File: src/shared/trib_irq_pkg.sv
package trib_irq_pkg;

    // avalon byte address width and register data width
    localparam int ADDR_W = 10;
    localparam int DATA_W = 32;
    localparam int REG_W  = 8;

    // register indices; the byte address is four times the index
    localparam logic [7:0] IDX_SLICE3_CFG   = 8'h06;  // slice-three configuration
    localparam logic [7:0] IDX_IRQ_ENABLE   = 8'h07;  // payload_and_multiframe_irq_enable
    localparam logic [7:0] IDX_IRQ_STATUS   = 8'h08;  // payload_irq_and_multiframe_status
    localparam logic [7:0] IDX_PARITY_LOM   = 8'h09;  // parity_and_multiframe_irq
    localparam logic [7:0] IDX_MASTER_IN    = 8'h10;  // master incoming configuration

    // field positions inside the byte-wide registers
    localparam int SLICE_EN_BIT = 7;  // slice_processing_enable
    localparam int PP_LSB       = 0;  // three payload processor bits
    localparam int LOM_LSB      = 3;  // three multiframe bits
    localparam int RSV_LSB      = 0;  // three reserved set-one bits
    localparam int IPI_BIT      = 7;  // incoming_parity_error_flag
    localparam int CONCAT_BIT   = 0;  // incoming_concat_mode
    localparam int IPE_BIT      = 1;  // incoming_parity_irq_enable

    // reset values
    localparam logic [7:0] SLICE3_CFG_RST = 8'h00;
    localparam logic [5:0] IRQ_EN_RST     = 6'h00;
    localparam logic [2:0] RSV_RST        = 3'h7;
    localparam logic [1:0] MASTER_IN_RST  = 2'h0;

    // bypass delay line address width; the line is 64 bytes deep
    localparam int DLY_AW = 6;

endpackage

File: src/logic/multiframe_change_tracker.sv
// one framer's live loss state and its sticky change flag
module multiframe_change_tracker (
    input  wire logic sys_clk,
    input  wire logic rst,
    input  wire logic loss_in,      // framer loss-of-multiframe level
    input  wire logic clear,        // read-clear of the flag, as seen in read data
    output logic      live,         // live loss state
    output logic      changed       // sticky entry or exit flag
);

    logic live_reg;      // registered loss state
    logic changed_reg;   // sticky change flag
    logic changed_next;  // next flag value
    logic edge_seen;     // entry or exit this cycle

    // both entry and exit mark a change; a new change beats a clear
    assign edge_seen    = live_reg ^ loss_in;
    assign changed_next = edge_seen | (changed_reg & ~clear);

    // state follows the framer every cycle, whatever the enables say
    always_ff @(posedge sys_clk) begin
        if (rst) begin
            live_reg    <= 1'b0;
            changed_reg <= 1'b0;
        end else begin
            live_reg    <= loss_in;
            changed_reg <= changed_next;
        end
    end

    assign live    = live_reg;
    assign changed = changed_reg;

endmodule // multiframe_change_tracker

File: src/logic/tributary_interrupt_aggregator.sv
module tributary_interrupt_aggregator (
    input  wire logic                              sys_clk,
    input  wire logic                              rst,
    // avalon-mm slave
    input  wire logic [trib_irq_pkg::ADDR_W-1:0]   address,
    input  wire logic                              read,
    input  wire logic                              write,
    input  wire logic [trib_irq_pkg::DATA_W-1:0]   writedata,
    input  wire logic [3:0]                        byteenable,
    output logic      [trib_irq_pkg::DATA_W-1:0]   readdata,
    output logic                                   waitrequest,
    // event sources from the slice processors, same clock
    input  wire logic [2:0]                        payload_proc_src_pending,
    input  wire logic [2:0]                        multiframe_loss_in,
    input  wire logic                              parity_mismatch,
    // byte streams, same clock
    input  wire logic [7:0]                        in_data,
    input  wire logic                              incoming_frame_marker,
    input  wire logic                              outgoing_frame_marker,
    input  wire logic                              out_slot_slice3,
    input  wire logic [7:0]                        processed_data,
    output logic      [7:0]                        out_data,
    // slice-three control and per-slice alignment loss
    output logic                                   slice3_hold_reset,
    output logic                                   slice3_reg_reset,
    output logic      [6:0]                        slice3_cfg,
    output logic      [2:0]                        multiframe_align_lost,
    // shared interrupt
    output logic                                   irq_out_n
);

    // ---------------- bus decode ----------------

    logic       ack_reg;          // high in the cycle a request is answered
    logic       access;           // any request present
    logic       accept;           // request taken at this edge
    logic       word_ok;          // address word aligned
    logic [7:0] reg_idx;          // register index from byte address
    logic       lane0;            // low byte lane written
    logic       wr_cfg;           // write to slice-three configuration
    logic       wr_en;            // write to interrupt enable register
    logic       wr_par;           // write to parity register reserved bits
    logic       wr_mst;           // write to master incoming configuration
    logic       rd_par_taken;     // parity register read completes
    logic       rd_capture;       // read data are loaded at this edge

    assign access      = read | write;
    assign waitrequest = access & ~ack_reg;   // one wait state on every access
    assign accept      = access & ack_reg;
    assign word_ok     = (address[1:0] == 2'h0);
    assign reg_idx     = address[trib_irq_pkg::ADDR_W-1:2];
    assign lane0       = byteenable[0];
    assign rd_capture  = read & ~ack_reg;

    // write strobes only at the accepting edge and only with lane zero
    assign wr_cfg = accept & write & lane0 & word_ok & (reg_idx == trib_irq_pkg::IDX_SLICE3_CFG);
    assign wr_en  = accept & write & lane0 & word_ok & (reg_idx == trib_irq_pkg::IDX_IRQ_ENABLE);
    assign wr_par = accept & write & lane0 & word_ok & (reg_idx == trib_irq_pkg::IDX_PARITY_LOM);
    assign wr_mst = accept & write & lane0 & word_ok & (reg_idx == trib_irq_pkg::IDX_MASTER_IN);
    assign rd_par_taken = accept & read & word_ok & (reg_idx == trib_irq_pkg::IDX_PARITY_LOM);

    // answer timing: request held, acknowledged one cycle later
    always_ff @(posedge sys_clk) begin
        if (rst) begin
            ack_reg <= 1'b0;
        end else begin
            ack_reg <= access & ~ack_reg;
        end
    end

    // ---------------- control registers ----------------

    logic [7:0] slice3_cfg_reg;   // enable in bit seven, mode bits below
    logic [5:0] irq_en_reg;       // processor and multiframe enables
    logic [2:0] rsv_reg;          // reserved set-one bits
    logic [1:0] master_in_reg;    // concat mode and parity enable
    logic       slice_en;         // slice_processing_enable
    logic       slice_en_d_reg;   // enable one cycle ago, for the falling edge
    logic       concat_mode;      // incoming_concat_mode
    logic       parity_en;        // incoming_parity_irq_enable
    logic [2:0] pp_en;            // payload processor interrupt enables
    logic [2:0] lom_en;           // multiframe change interrupt enables

    assign slice_en    = slice3_cfg_reg[trib_irq_pkg::SLICE_EN_BIT];
    assign concat_mode = master_in_reg[trib_irq_pkg::CONCAT_BIT];
    assign parity_en   = master_in_reg[trib_irq_pkg::IPE_BIT];
    assign pp_en       = irq_en_reg[trib_irq_pkg::PP_LSB +: 3];
    assign lom_en      = irq_en_reg[trib_irq_pkg::LOM_LSB +: 3];

    // software-written configuration; only the low byte lane carries data
    always_ff @(posedge sys_clk) begin
        if (rst) begin
            slice3_cfg_reg <= trib_irq_pkg::SLICE3_CFG_RST;
            irq_en_reg     <= trib_irq_pkg::IRQ_EN_RST;
            rsv_reg        <= trib_irq_pkg::RSV_RST;
            master_in_reg  <= trib_irq_pkg::MASTER_IN_RST;
        end else begin
            if (wr_cfg) begin
                slice3_cfg_reg <= writedata[7:0];
            end
            if (wr_en) begin
                irq_en_reg <= writedata[5:0];
            end
            if (wr_par) begin
                // hardware does not force these; software keeps them at one
                rsv_reg <= writedata[trib_irq_pkg::RSV_LSB +: 3];
            end
            if (wr_mst) begin
                master_in_reg <= writedata[1:0];
            end
        end
    end

    // ---------------- slice-three enable effects ----------------

    // remembered enable gives a one-cycle pulse when it is turned off
    always_ff @(posedge sys_clk) begin
        if (rst) begin
            slice_en_d_reg <= 1'b0;
        end else begin
            slice_en_d_reg <= slice_en;
        end
    end

    // processors stay in low-power reset while the slice is off
    assign slice3_hold_reset = ~slice_en;
    // upper slice-three registers return to defaults on the falling edge
    assign slice3_reg_reset  = slice_en_d_reg & ~slice_en;
    assign slice3_cfg        = slice3_cfg_reg[6:0];

    // ---------------- bypass delay line ----------------

    logic [7:0]                      dly_mem [0:(1 << trib_irq_pkg::DLY_AW)-1];
    logic [trib_irq_pkg::DLY_AW-1:0] wr_ptr_reg;     // write position, one byte a cycle
    logic [trib_irq_pkg::DLY_AW-1:0] mark_ptr_reg;   // write position at incoming marker
    logic [trib_irq_pkg::DLY_AW-1:0] rd_ptr_reg;     // read position, stepping each cycle, realigned by outgoing marker
    logic [trib_irq_pkg::DLY_AW-1:0] rd_addr;        // read position this cycle
    logic [trib_irq_pkg::DLY_AW-1:0] mark_now;       // marker position, same-cycle case
    logic [7:0]                      out_data_reg;   // registered outgoing byte
    logic [7:0]                      out_data_next;  // selected outgoing byte
    logic                            bypass_slot;    // slice-three byte while disabled

    // a marker in this very cycle points at the byte being written now
    assign mark_now = incoming_frame_marker ? wr_ptr_reg : mark_ptr_reg;
    // the outgoing marker realigns reads, so delay follows marker spacing;
    // spacing beyond the line depth wraps, a limit of this small store
    assign rd_addr  = outgoing_frame_marker ? mark_now : rd_ptr_reg;

    // write every incoming byte; only slice-three slots are ever read back
    always_ff @(posedge sys_clk) begin
        dly_mem[wr_ptr_reg] <= in_data;
    end

    // write and read pointers step each cycle; markers reload the mark and read pointers
    always_ff @(posedge sys_clk) begin
        if (rst) begin
            wr_ptr_reg   <= '0;
            mark_ptr_reg <= '0;
            rd_ptr_reg   <= '0;
        end else begin
            wr_ptr_reg   <= wr_ptr_reg + 1'b1;
            mark_ptr_reg <= mark_now;
            rd_ptr_reg   <= rd_addr + 1'b1;
        end
    end

    // while off, slice-three slots carry the delayed incoming bytes untouched
    assign bypass_slot   = ~slice_en & out_slot_slice3;
    assign out_data_next = bypass_slot ? dly_mem[rd_addr] : processed_data;

    always_ff @(posedge sys_clk) begin
        if (rst) begin
            out_data_reg <= 8'h00;
        end else begin
            out_data_reg <= out_data_next;
        end
    end

    assign out_data = out_data_reg;

    // ---------------- status sources ----------------

    logic [2:0] pp_pending;       // summary per payload processor
    logic [2:0] lom_live;         // live loss state per framer
    logic [2:0] lom_changed;      // sticky change flag per framer
    logic [2:0] lom_clear;        // read-clear per framer
    logic       ipi_reg;          // incoming_parity_error_flag
    logic       ipi_clear;        // read-clear of the parity flag
    logic [7:0] rd_snap_reg;      // read data as returned, drives the clears

    // processors already mask locally disabled sources, so the summary
    // mirrors their request; reading the summary has no side effect;
    // a slice held in reset cannot request
    assign pp_pending = payload_proc_src_pending & {slice_en, 2'h3};

    // only flags that software actually saw are cleared; a change landing
    // between capture and acceptance stays pending for the next read
    assign lom_clear = {3{rd_par_taken}} & rd_snap_reg[trib_irq_pkg::LOM_LSB +: 3];
    assign ipi_clear = rd_par_taken & rd_snap_reg[trib_irq_pkg::IPI_BIT];

    // one tracker per framer
    genvar gi;
    generate
        for (gi = 0; gi < 3; gi++) begin : g_lom
            multiframe_change_tracker u_track (
                .sys_clk (sys_clk),
                .rst     (rst),
                .loss_in (multiframe_loss_in[gi]),
                .clear   (lom_clear[gi]),
                .live    (lom_live[gi]),
                .changed (lom_changed[gi])
            );
        end
    endgenerate

    // concatenated mode: every slice follows the slice-one framer
    assign multiframe_align_lost = concat_mode ? {3{lom_live[0]}} : lom_live;

    // parity flag: a new mismatch beats a clear in the same cycle
    always_ff @(posedge sys_clk) begin
        if (rst) begin
            ipi_reg <= 1'b0;
        end else begin
            ipi_reg <= parity_mismatch | (ipi_reg & ~ipi_clear);
        end
    end

    // ---------------- read data ----------------

    logic [7:0] rd_byte;          // selected register byte

    assign rd_byte =
        ~word_ok                                     ? 8'h00 :
        (reg_idx == trib_irq_pkg::IDX_SLICE3_CFG)    ? slice3_cfg_reg :
        (reg_idx == trib_irq_pkg::IDX_IRQ_ENABLE)    ? {2'h0, irq_en_reg} :
        (reg_idx == trib_irq_pkg::IDX_IRQ_STATUS)    ? {2'h0, lom_live, pp_pending} :
        (reg_idx == trib_irq_pkg::IDX_PARITY_LOM)    ? {ipi_reg, 1'b0, lom_changed, rsv_reg} :
        (reg_idx == trib_irq_pkg::IDX_MASTER_IN)     ? {6'h00, master_in_reg} :
                                                       8'h00;   // unmapped reads zero

    // read data loaded in the waiting cycle and held through acceptance
    always_ff @(posedge sys_clk) begin
        if (rst) begin
            rd_snap_reg <= 8'h00;
        end else if (rd_capture) begin
            rd_snap_reg <= rd_byte;
        end
    end

    assign readdata = {{(trib_irq_pkg::DATA_W-8){1'b0}}, rd_snap_reg};

    // ---------------- interrupt output ----------------

    logic [6:0] irq_src;          // every enabled, pending source
    logic       irq_out_n_reg;    // registered active-low request

    // processor enables gate only this output, never the status bits
    assign irq_src = {pp_pending  & pp_en,
                      lom_changed & lom_en,
                      ipi_reg     & parity_en};

    always_ff @(posedge sys_clk) begin
        if (rst) begin
            irq_out_n_reg <= 1'b1;
        end else begin
            irq_out_n_reg <= ~(|irq_src);
        end
    end

    assign irq_out_n = irq_out_n_reg;

endmodule // tributary_interrupt_aggregator

File: config.mk
export PLATFORM = sky130hd
export DESIGN_NAME = tributary_interrupt_aggregator
export DESIGN_NICKNAME = d
export VERILOG_FILES = /design/src/shared/trib_irq_pkg.sv /design/src/logic/multiframe_change_tracker.sv /design/src/logic/tributary_interrupt_aggregator.sv
export SDC_FILE = /design/constraint.sdc
export NUM_CORES = 1
export LEC_CHECK = 0
export BUFFER_PORTS_ARGS = -buffer_cell sky130_fd_sc_hd__buf_2
export CAP_MARGIN = 20
export CORE_MARGIN = 3
export CORE_UTILIZATION = 61
export DETAILED_ROUTE_END_ITERATION = 16
export PLACE_DENSITY_LB_ADDON = 0.15
export RECOVER_POWER = 100
export SLEW_MARGIN = 5
export SYNTH_ARGS = -nofsm -noshare
export SYNTH_HDL_FRONTEND = slang
export SYNTH_SLANG_ARGS = --single-unit
File: constraint.sdc
create_clock -name sys_clk -period 2.7 [get_ports sys_clk]
set_input_delay 0.54 -clock sys_clk [delete_from_list [all_inputs] [get_ports sys_clk]]
set_output_delay 0.54 -clock sys_clk [all_outputs]
set_load 0.05 [all_outputs]
==> impl_metrics.xml <==
<?xml version="1.0" encoding="UTF-8"?>
<metrics>
  <group name="timing">
    <metric name="tightestPinTransition" unit="ns">1.90</metric>
    <metric name="timing_hold_violations_final" unit="">0</metric>
    <metric name="rsz0062_at_grt" unit="">yes</metric>
    <metric name="setup_viol" unit="">0</metric>
    <metric name="holdWs" unit="ns">0.146</metric>
    <metric name="post-route-period-util" unit="">0.977</metric>
    <metric name="slew-limit-headroom" unit="">-0.263</metric>
    <metric name="finalWorstPathRequiredPeriod" unit="ns">2.64</metric>
    <metric name="finClkSkew" unit="ns">0.0195</metric>
    <metric name="max_clock_freq" unit="GHz">0.379</metric>
    <metric name="final_max_slew_viol_count" unit="">37</metric>
  </group>
  <group name="run_status">
    <metric name="outcome" unit="">complete, but fails checks</metric>
    <metric name="failed_checks" unit="">capacitance limit, slew limit</metric>
  </group>
  <group name="clock_tree">
    <metric name="numCtsBuffers" unit="">56</metric>
    <metric name="worst_setup_hold_path_clk_slew" unit="ns">0.06</metric>
    <metric name="clock_latency" unit="ns">0.60</metric>
    <metric name="postCtsHoldBufs" unit="">0</metric>
    <metric name="cts_sinks" unit="">575</metric>
    <metric name="clk_path_buf_depth" unit="">3</metric>
    <metric name="cts_tree" unit="">built</metric>
    <metric name="cts.root.buffer_cell" unit="">clkbuf_16</metric>
    <metric name="cts.htree.levels" unit="">2</metric>
  </group>
  <group name="grt">
    <metric name="grt_pass1_wl" unit="mm">84.6</metric>
    <metric name="grt_start_max_net_pins" unit="">65</metric>
    <metric name="gr-usage-all-layers" unit="">0.274</metric>
    <metric name="grt_antenna_before_repair" unit="">1</metric>
    <metric name="overflow" unit="">0</metric>
    <metric name="first_global_vias" unit="">14500</metric>
  </group>
  <group name="floorplan">
    <metric name="die_height" unit="um">201</metric>
    <metric name="dieWidth" unit="um">201</metric>
    <metric name="std_cell_rows" unit="">70</metric>
    <metric name="dieArea" unit="um^2">40300</metric>
    <metric name="starting_utilization_of_the_core_area" unit="">0.626</metric>
    <metric name="core-area" unit="um^2">37000</metric>
    <metric name="ios" unit="">130</metric>
  </group>
  <group name="finish">
    <metric name="largest_register_ff_count" unit="">512</metric>
    <metric name="area_of_combinational_cells_with_multiple_inputs" unit="um^2">5850</metric>
    <metric name="mostFrequentLayoutCell" unit="">edfxtp_1</metric>
    <metric name="drive_above_1_share" unit="">0.190</metric>
    <metric name="number_of_diodes" unit="">0</metric>
    <metric name="layout.cells.most_common_list" unit="">edfxtp_1 (512), nand2_1 (302), buf_4 (154)</metric>
    <metric name="finish.net_count" unit="">1991</metric>
    <metric name="post_layout_nonfiller_instances" unit="">2462</metric>
    <metric name="fillerInstances" unit="">2387</metric>
    <metric name="largest_register" unit="">dly_mem</metric>
    <metric name="synthToLayoutAreaGrowth" unit="%">16.6</metric>
    <metric name="layout.area.seq" unit="um^2">16600</metric>
  </group>
  <group name="synth">
    <metric name="synth-edff-count" unit="">512</metric>
    <metric name="synth_top_flop_cell" unit="">edfxtp_1</metric>
    <metric name="post_synth_inst_count" unit="">1719</metric>
    <metric name="synthesis.area" unit="um^2">23100</metric>
    <metric name="yosysTopAreaCellShare" unit="">0.664</metric>
    <metric name="synth-seq-cells" unit="">575</metric>
    <metric name="synth.yosys.warnings" unit="">0</metric>
    <metric name="synth.distinct_cells" unit="">48</metric>
    <metric name="synthArstFlopShare" unit="">0</metric>
    <metric name="synth_top_cells_by_area" unit="">edfxtp_1 (66%), mux2i_1 (6.2%), dfxtp_1 (5.4%)</metric>
    <metric name="synth-seq-area-share" unit="">0.719</metric>
    <metric name="synth.largest_area_cell" unit="">edfxtp_1</metric>
    <metric name="synthesis.area_per_instance" unit="um^2">13.5</metric>
  </group>
  <group name="pwr">
    <metric name="power_density" unit="nW/um^2">717</metric>
    <metric name="switchingPower" unit="uW">4580</metric>
    <metric name="power.static_leakage" unit="uW">0.00979</metric>
    <metric name="combinationalPowerShare" unit="">0.105</metric>
    <metric name="p_seq_frac" unit="">0.506</metric>
    <metric name="max-vdd-ir-drop" unit="uV">921</metric>
    <metric name="p_int" unit="uW">14800</metric>
    <metric name="power.switching_fraction" unit="">0.237</metric>
    <metric name="share_clk_of_total_power" unit="">0.389</metric>
  </group>
  <group name="worst_setup_path">
    <metric name="slowest_stage" unit="">dfxtp_1</metric>
    <metric name="worstSetupEndpointType" unit="">flop</metric>
    <metric name="path_class" unit="">flop to flop</metric>
    <metric name="timing.critical_path.from_type" unit="">flop</metric>
    <metric name="worst-endpoint-arrival" unit="ns">3.09</metric>
    <metric name="path_max_fanout" unit="">10</metric>
    <metric name="critical_path.cell_chain" unit="">mux2i_2 &gt; a21o_4 &gt; buf_12 &gt; inv_6 &gt; buf_6 &gt; buf_4 &gt; mux2i_1 &gt; o221ai_1 &gt; a31oi_1 &gt; nor3_1 &gt; nor4_1 &gt; buf_4 &gt; o21ai_0</metric>
    <metric name="max_stage_delay" unit="ns">0.34</metric>
    <metric name="timing.critical_path.mode_cell" unit="">buf_4</metric>
    <metric name="critPathRequiredTime" unit="ns">3.15</metric>
  </group>
  <group name="drt">
    <metric name="drt-total-wl" unit="mm">56.5</metric>
    <metric name="detailedRoute.firstPassIterationCount" unit="">7</metric>
    <metric name="route.detailed.wl_per_inst" unit="um">22.9</metric>
    <metric name="drtIter0Drc" unit="">1607</metric>
    <metric name="ant_nets" unit="">0</metric>
    <metric name="dr_total_vias" unit="">14900</metric>
    <metric name="vias_per_cell" unit="">6.07</metric>
    <metric name="drcViolationCount" unit="">0</metric>
  </group>
  <group name="place">
    <metric name="gp_congestion" unit="">0.890</metric>
    <metric name="number_of_placed_cells_counting_well_taps" unit="">2356</metric>
    <metric name="dpl.hpwl" unit="mm">35.8</metric>
    <metric name="placement.io_buffers" unit="">78</metric>
  </group>
  <group name="run">
    <metric name="maxCapViolCount" unit="">1</metric>
  </group>
  <group name="hold_path">
    <metric name="worst_min_delay_path_category" unit="">primary input to flop</metric>
  </group>
</metrics>
power groups by stage:
stage                     clock (uW)  combinational [uW]  sequential [uW]
final                           7530                2040             9790
after global placement             0                1920             9970
after CTS                       7600                1960             9790
after floorplan                    0                1080            10000
after global routing            7950                2160             9790
after detailed placement           0                1950             9980
critical path, delay by kind of cell, from the launching register on:
family / cells / cell delay (ns)
compound gates: 4 / 0.71
flops: 1 / 0.34
simple gates: 2 / 0.37
mux: 2 / 0.28
buf+inv: 5 / 0.78
through the flow:
stage	power (uW)	TNS, ns	setup slack [ns]	instance area, um^2	utilization
floorplan	11100	0	0.284	23200	-
global placement	11900	-2.26	-0.356	25000	0.677
detailed placement	11900	-2.55	-0.371	25000	0.677
CTS	19300	0	0.0308	26800	0.726
global route	19900	-0.0406	-0.0180	27000	0.730
finish	19400	0	0.0623	27000	0.730
worst paths after layout:
check / endpoint / cells past startpoint / startpoint / slack [ns]
worst max-delay path: out_data[4] / 13 / wr_ptr_reg[0] / 0.06
worst min-delay path: out_data[7] / 3 / processed_data[7] / 0.15
worst max register to register: out_data[4] / 13 / wr_ptr_reg[0] / 0.06
worst min register to register: rsv_reg[2] / 2 / rsv_reg[2] / 0.49
metal layers:
metal	global-route usage	up-vias	share of wire
met5	0	-	0.00019
met4	0.0976	2	0.033
met3	0.0431	120	0.092
met2	0.440	746	0.48
met1	0.385	7316	0.40
li1	-	6755	-
what timing repair did:
item / 4_1_cts / 5_1_grt
gates resized for setup: 0 / 22
setup buffers: 0 / 1
setup endpoints to repair: 0 / 8
Yosys cell counts (10+ instances only):
cell type  instances
clkbuf_1          68
nor3_1            30
edfxtp_1         512
buf_4             39
nand2_1          302
a31oi_1           59
inv_1             10
nor4_1            16
mux2i_1          144
a21oi_1           22
nand3_1          147
o221ai_1          59
dfxtp_1           63
buf_2             24
nor2_1           114
o21ai_0           16
cell families (layout without fill, tap and decap cells):
group / count (synthesis) / after routing / share of synthesized area
flip-flops: 575 / 575 / 0.719
AO/OA/AOI/OAI: 185 / 185 / 0.0565
other: 1 / 24 / 0.000162
buffers and inverters: 158 / 374 / 0.0369
adder cells (fa/ha/maj): 2 / 2 / 0.00108
multiplexers: 144 / 144 / 0.0623
AND/OR/NAND/NOR: 645 / 645 / 0.121
XOR/XNOR: 9 / 9 / 0.00341
final cells by class:
type,instances,share of cell area
repair buffers,259,0.0747
inverters,11,0.00209
clock buffers,74,0.0575
well taps,504,0.0234
flip-flops and latches,575,0.617
multi-input cells,1009,0.217
repair inverters,1,0.000325
clock inverters,29,0.00886
No activity file was read; power rests on OpenSTA's default activity.
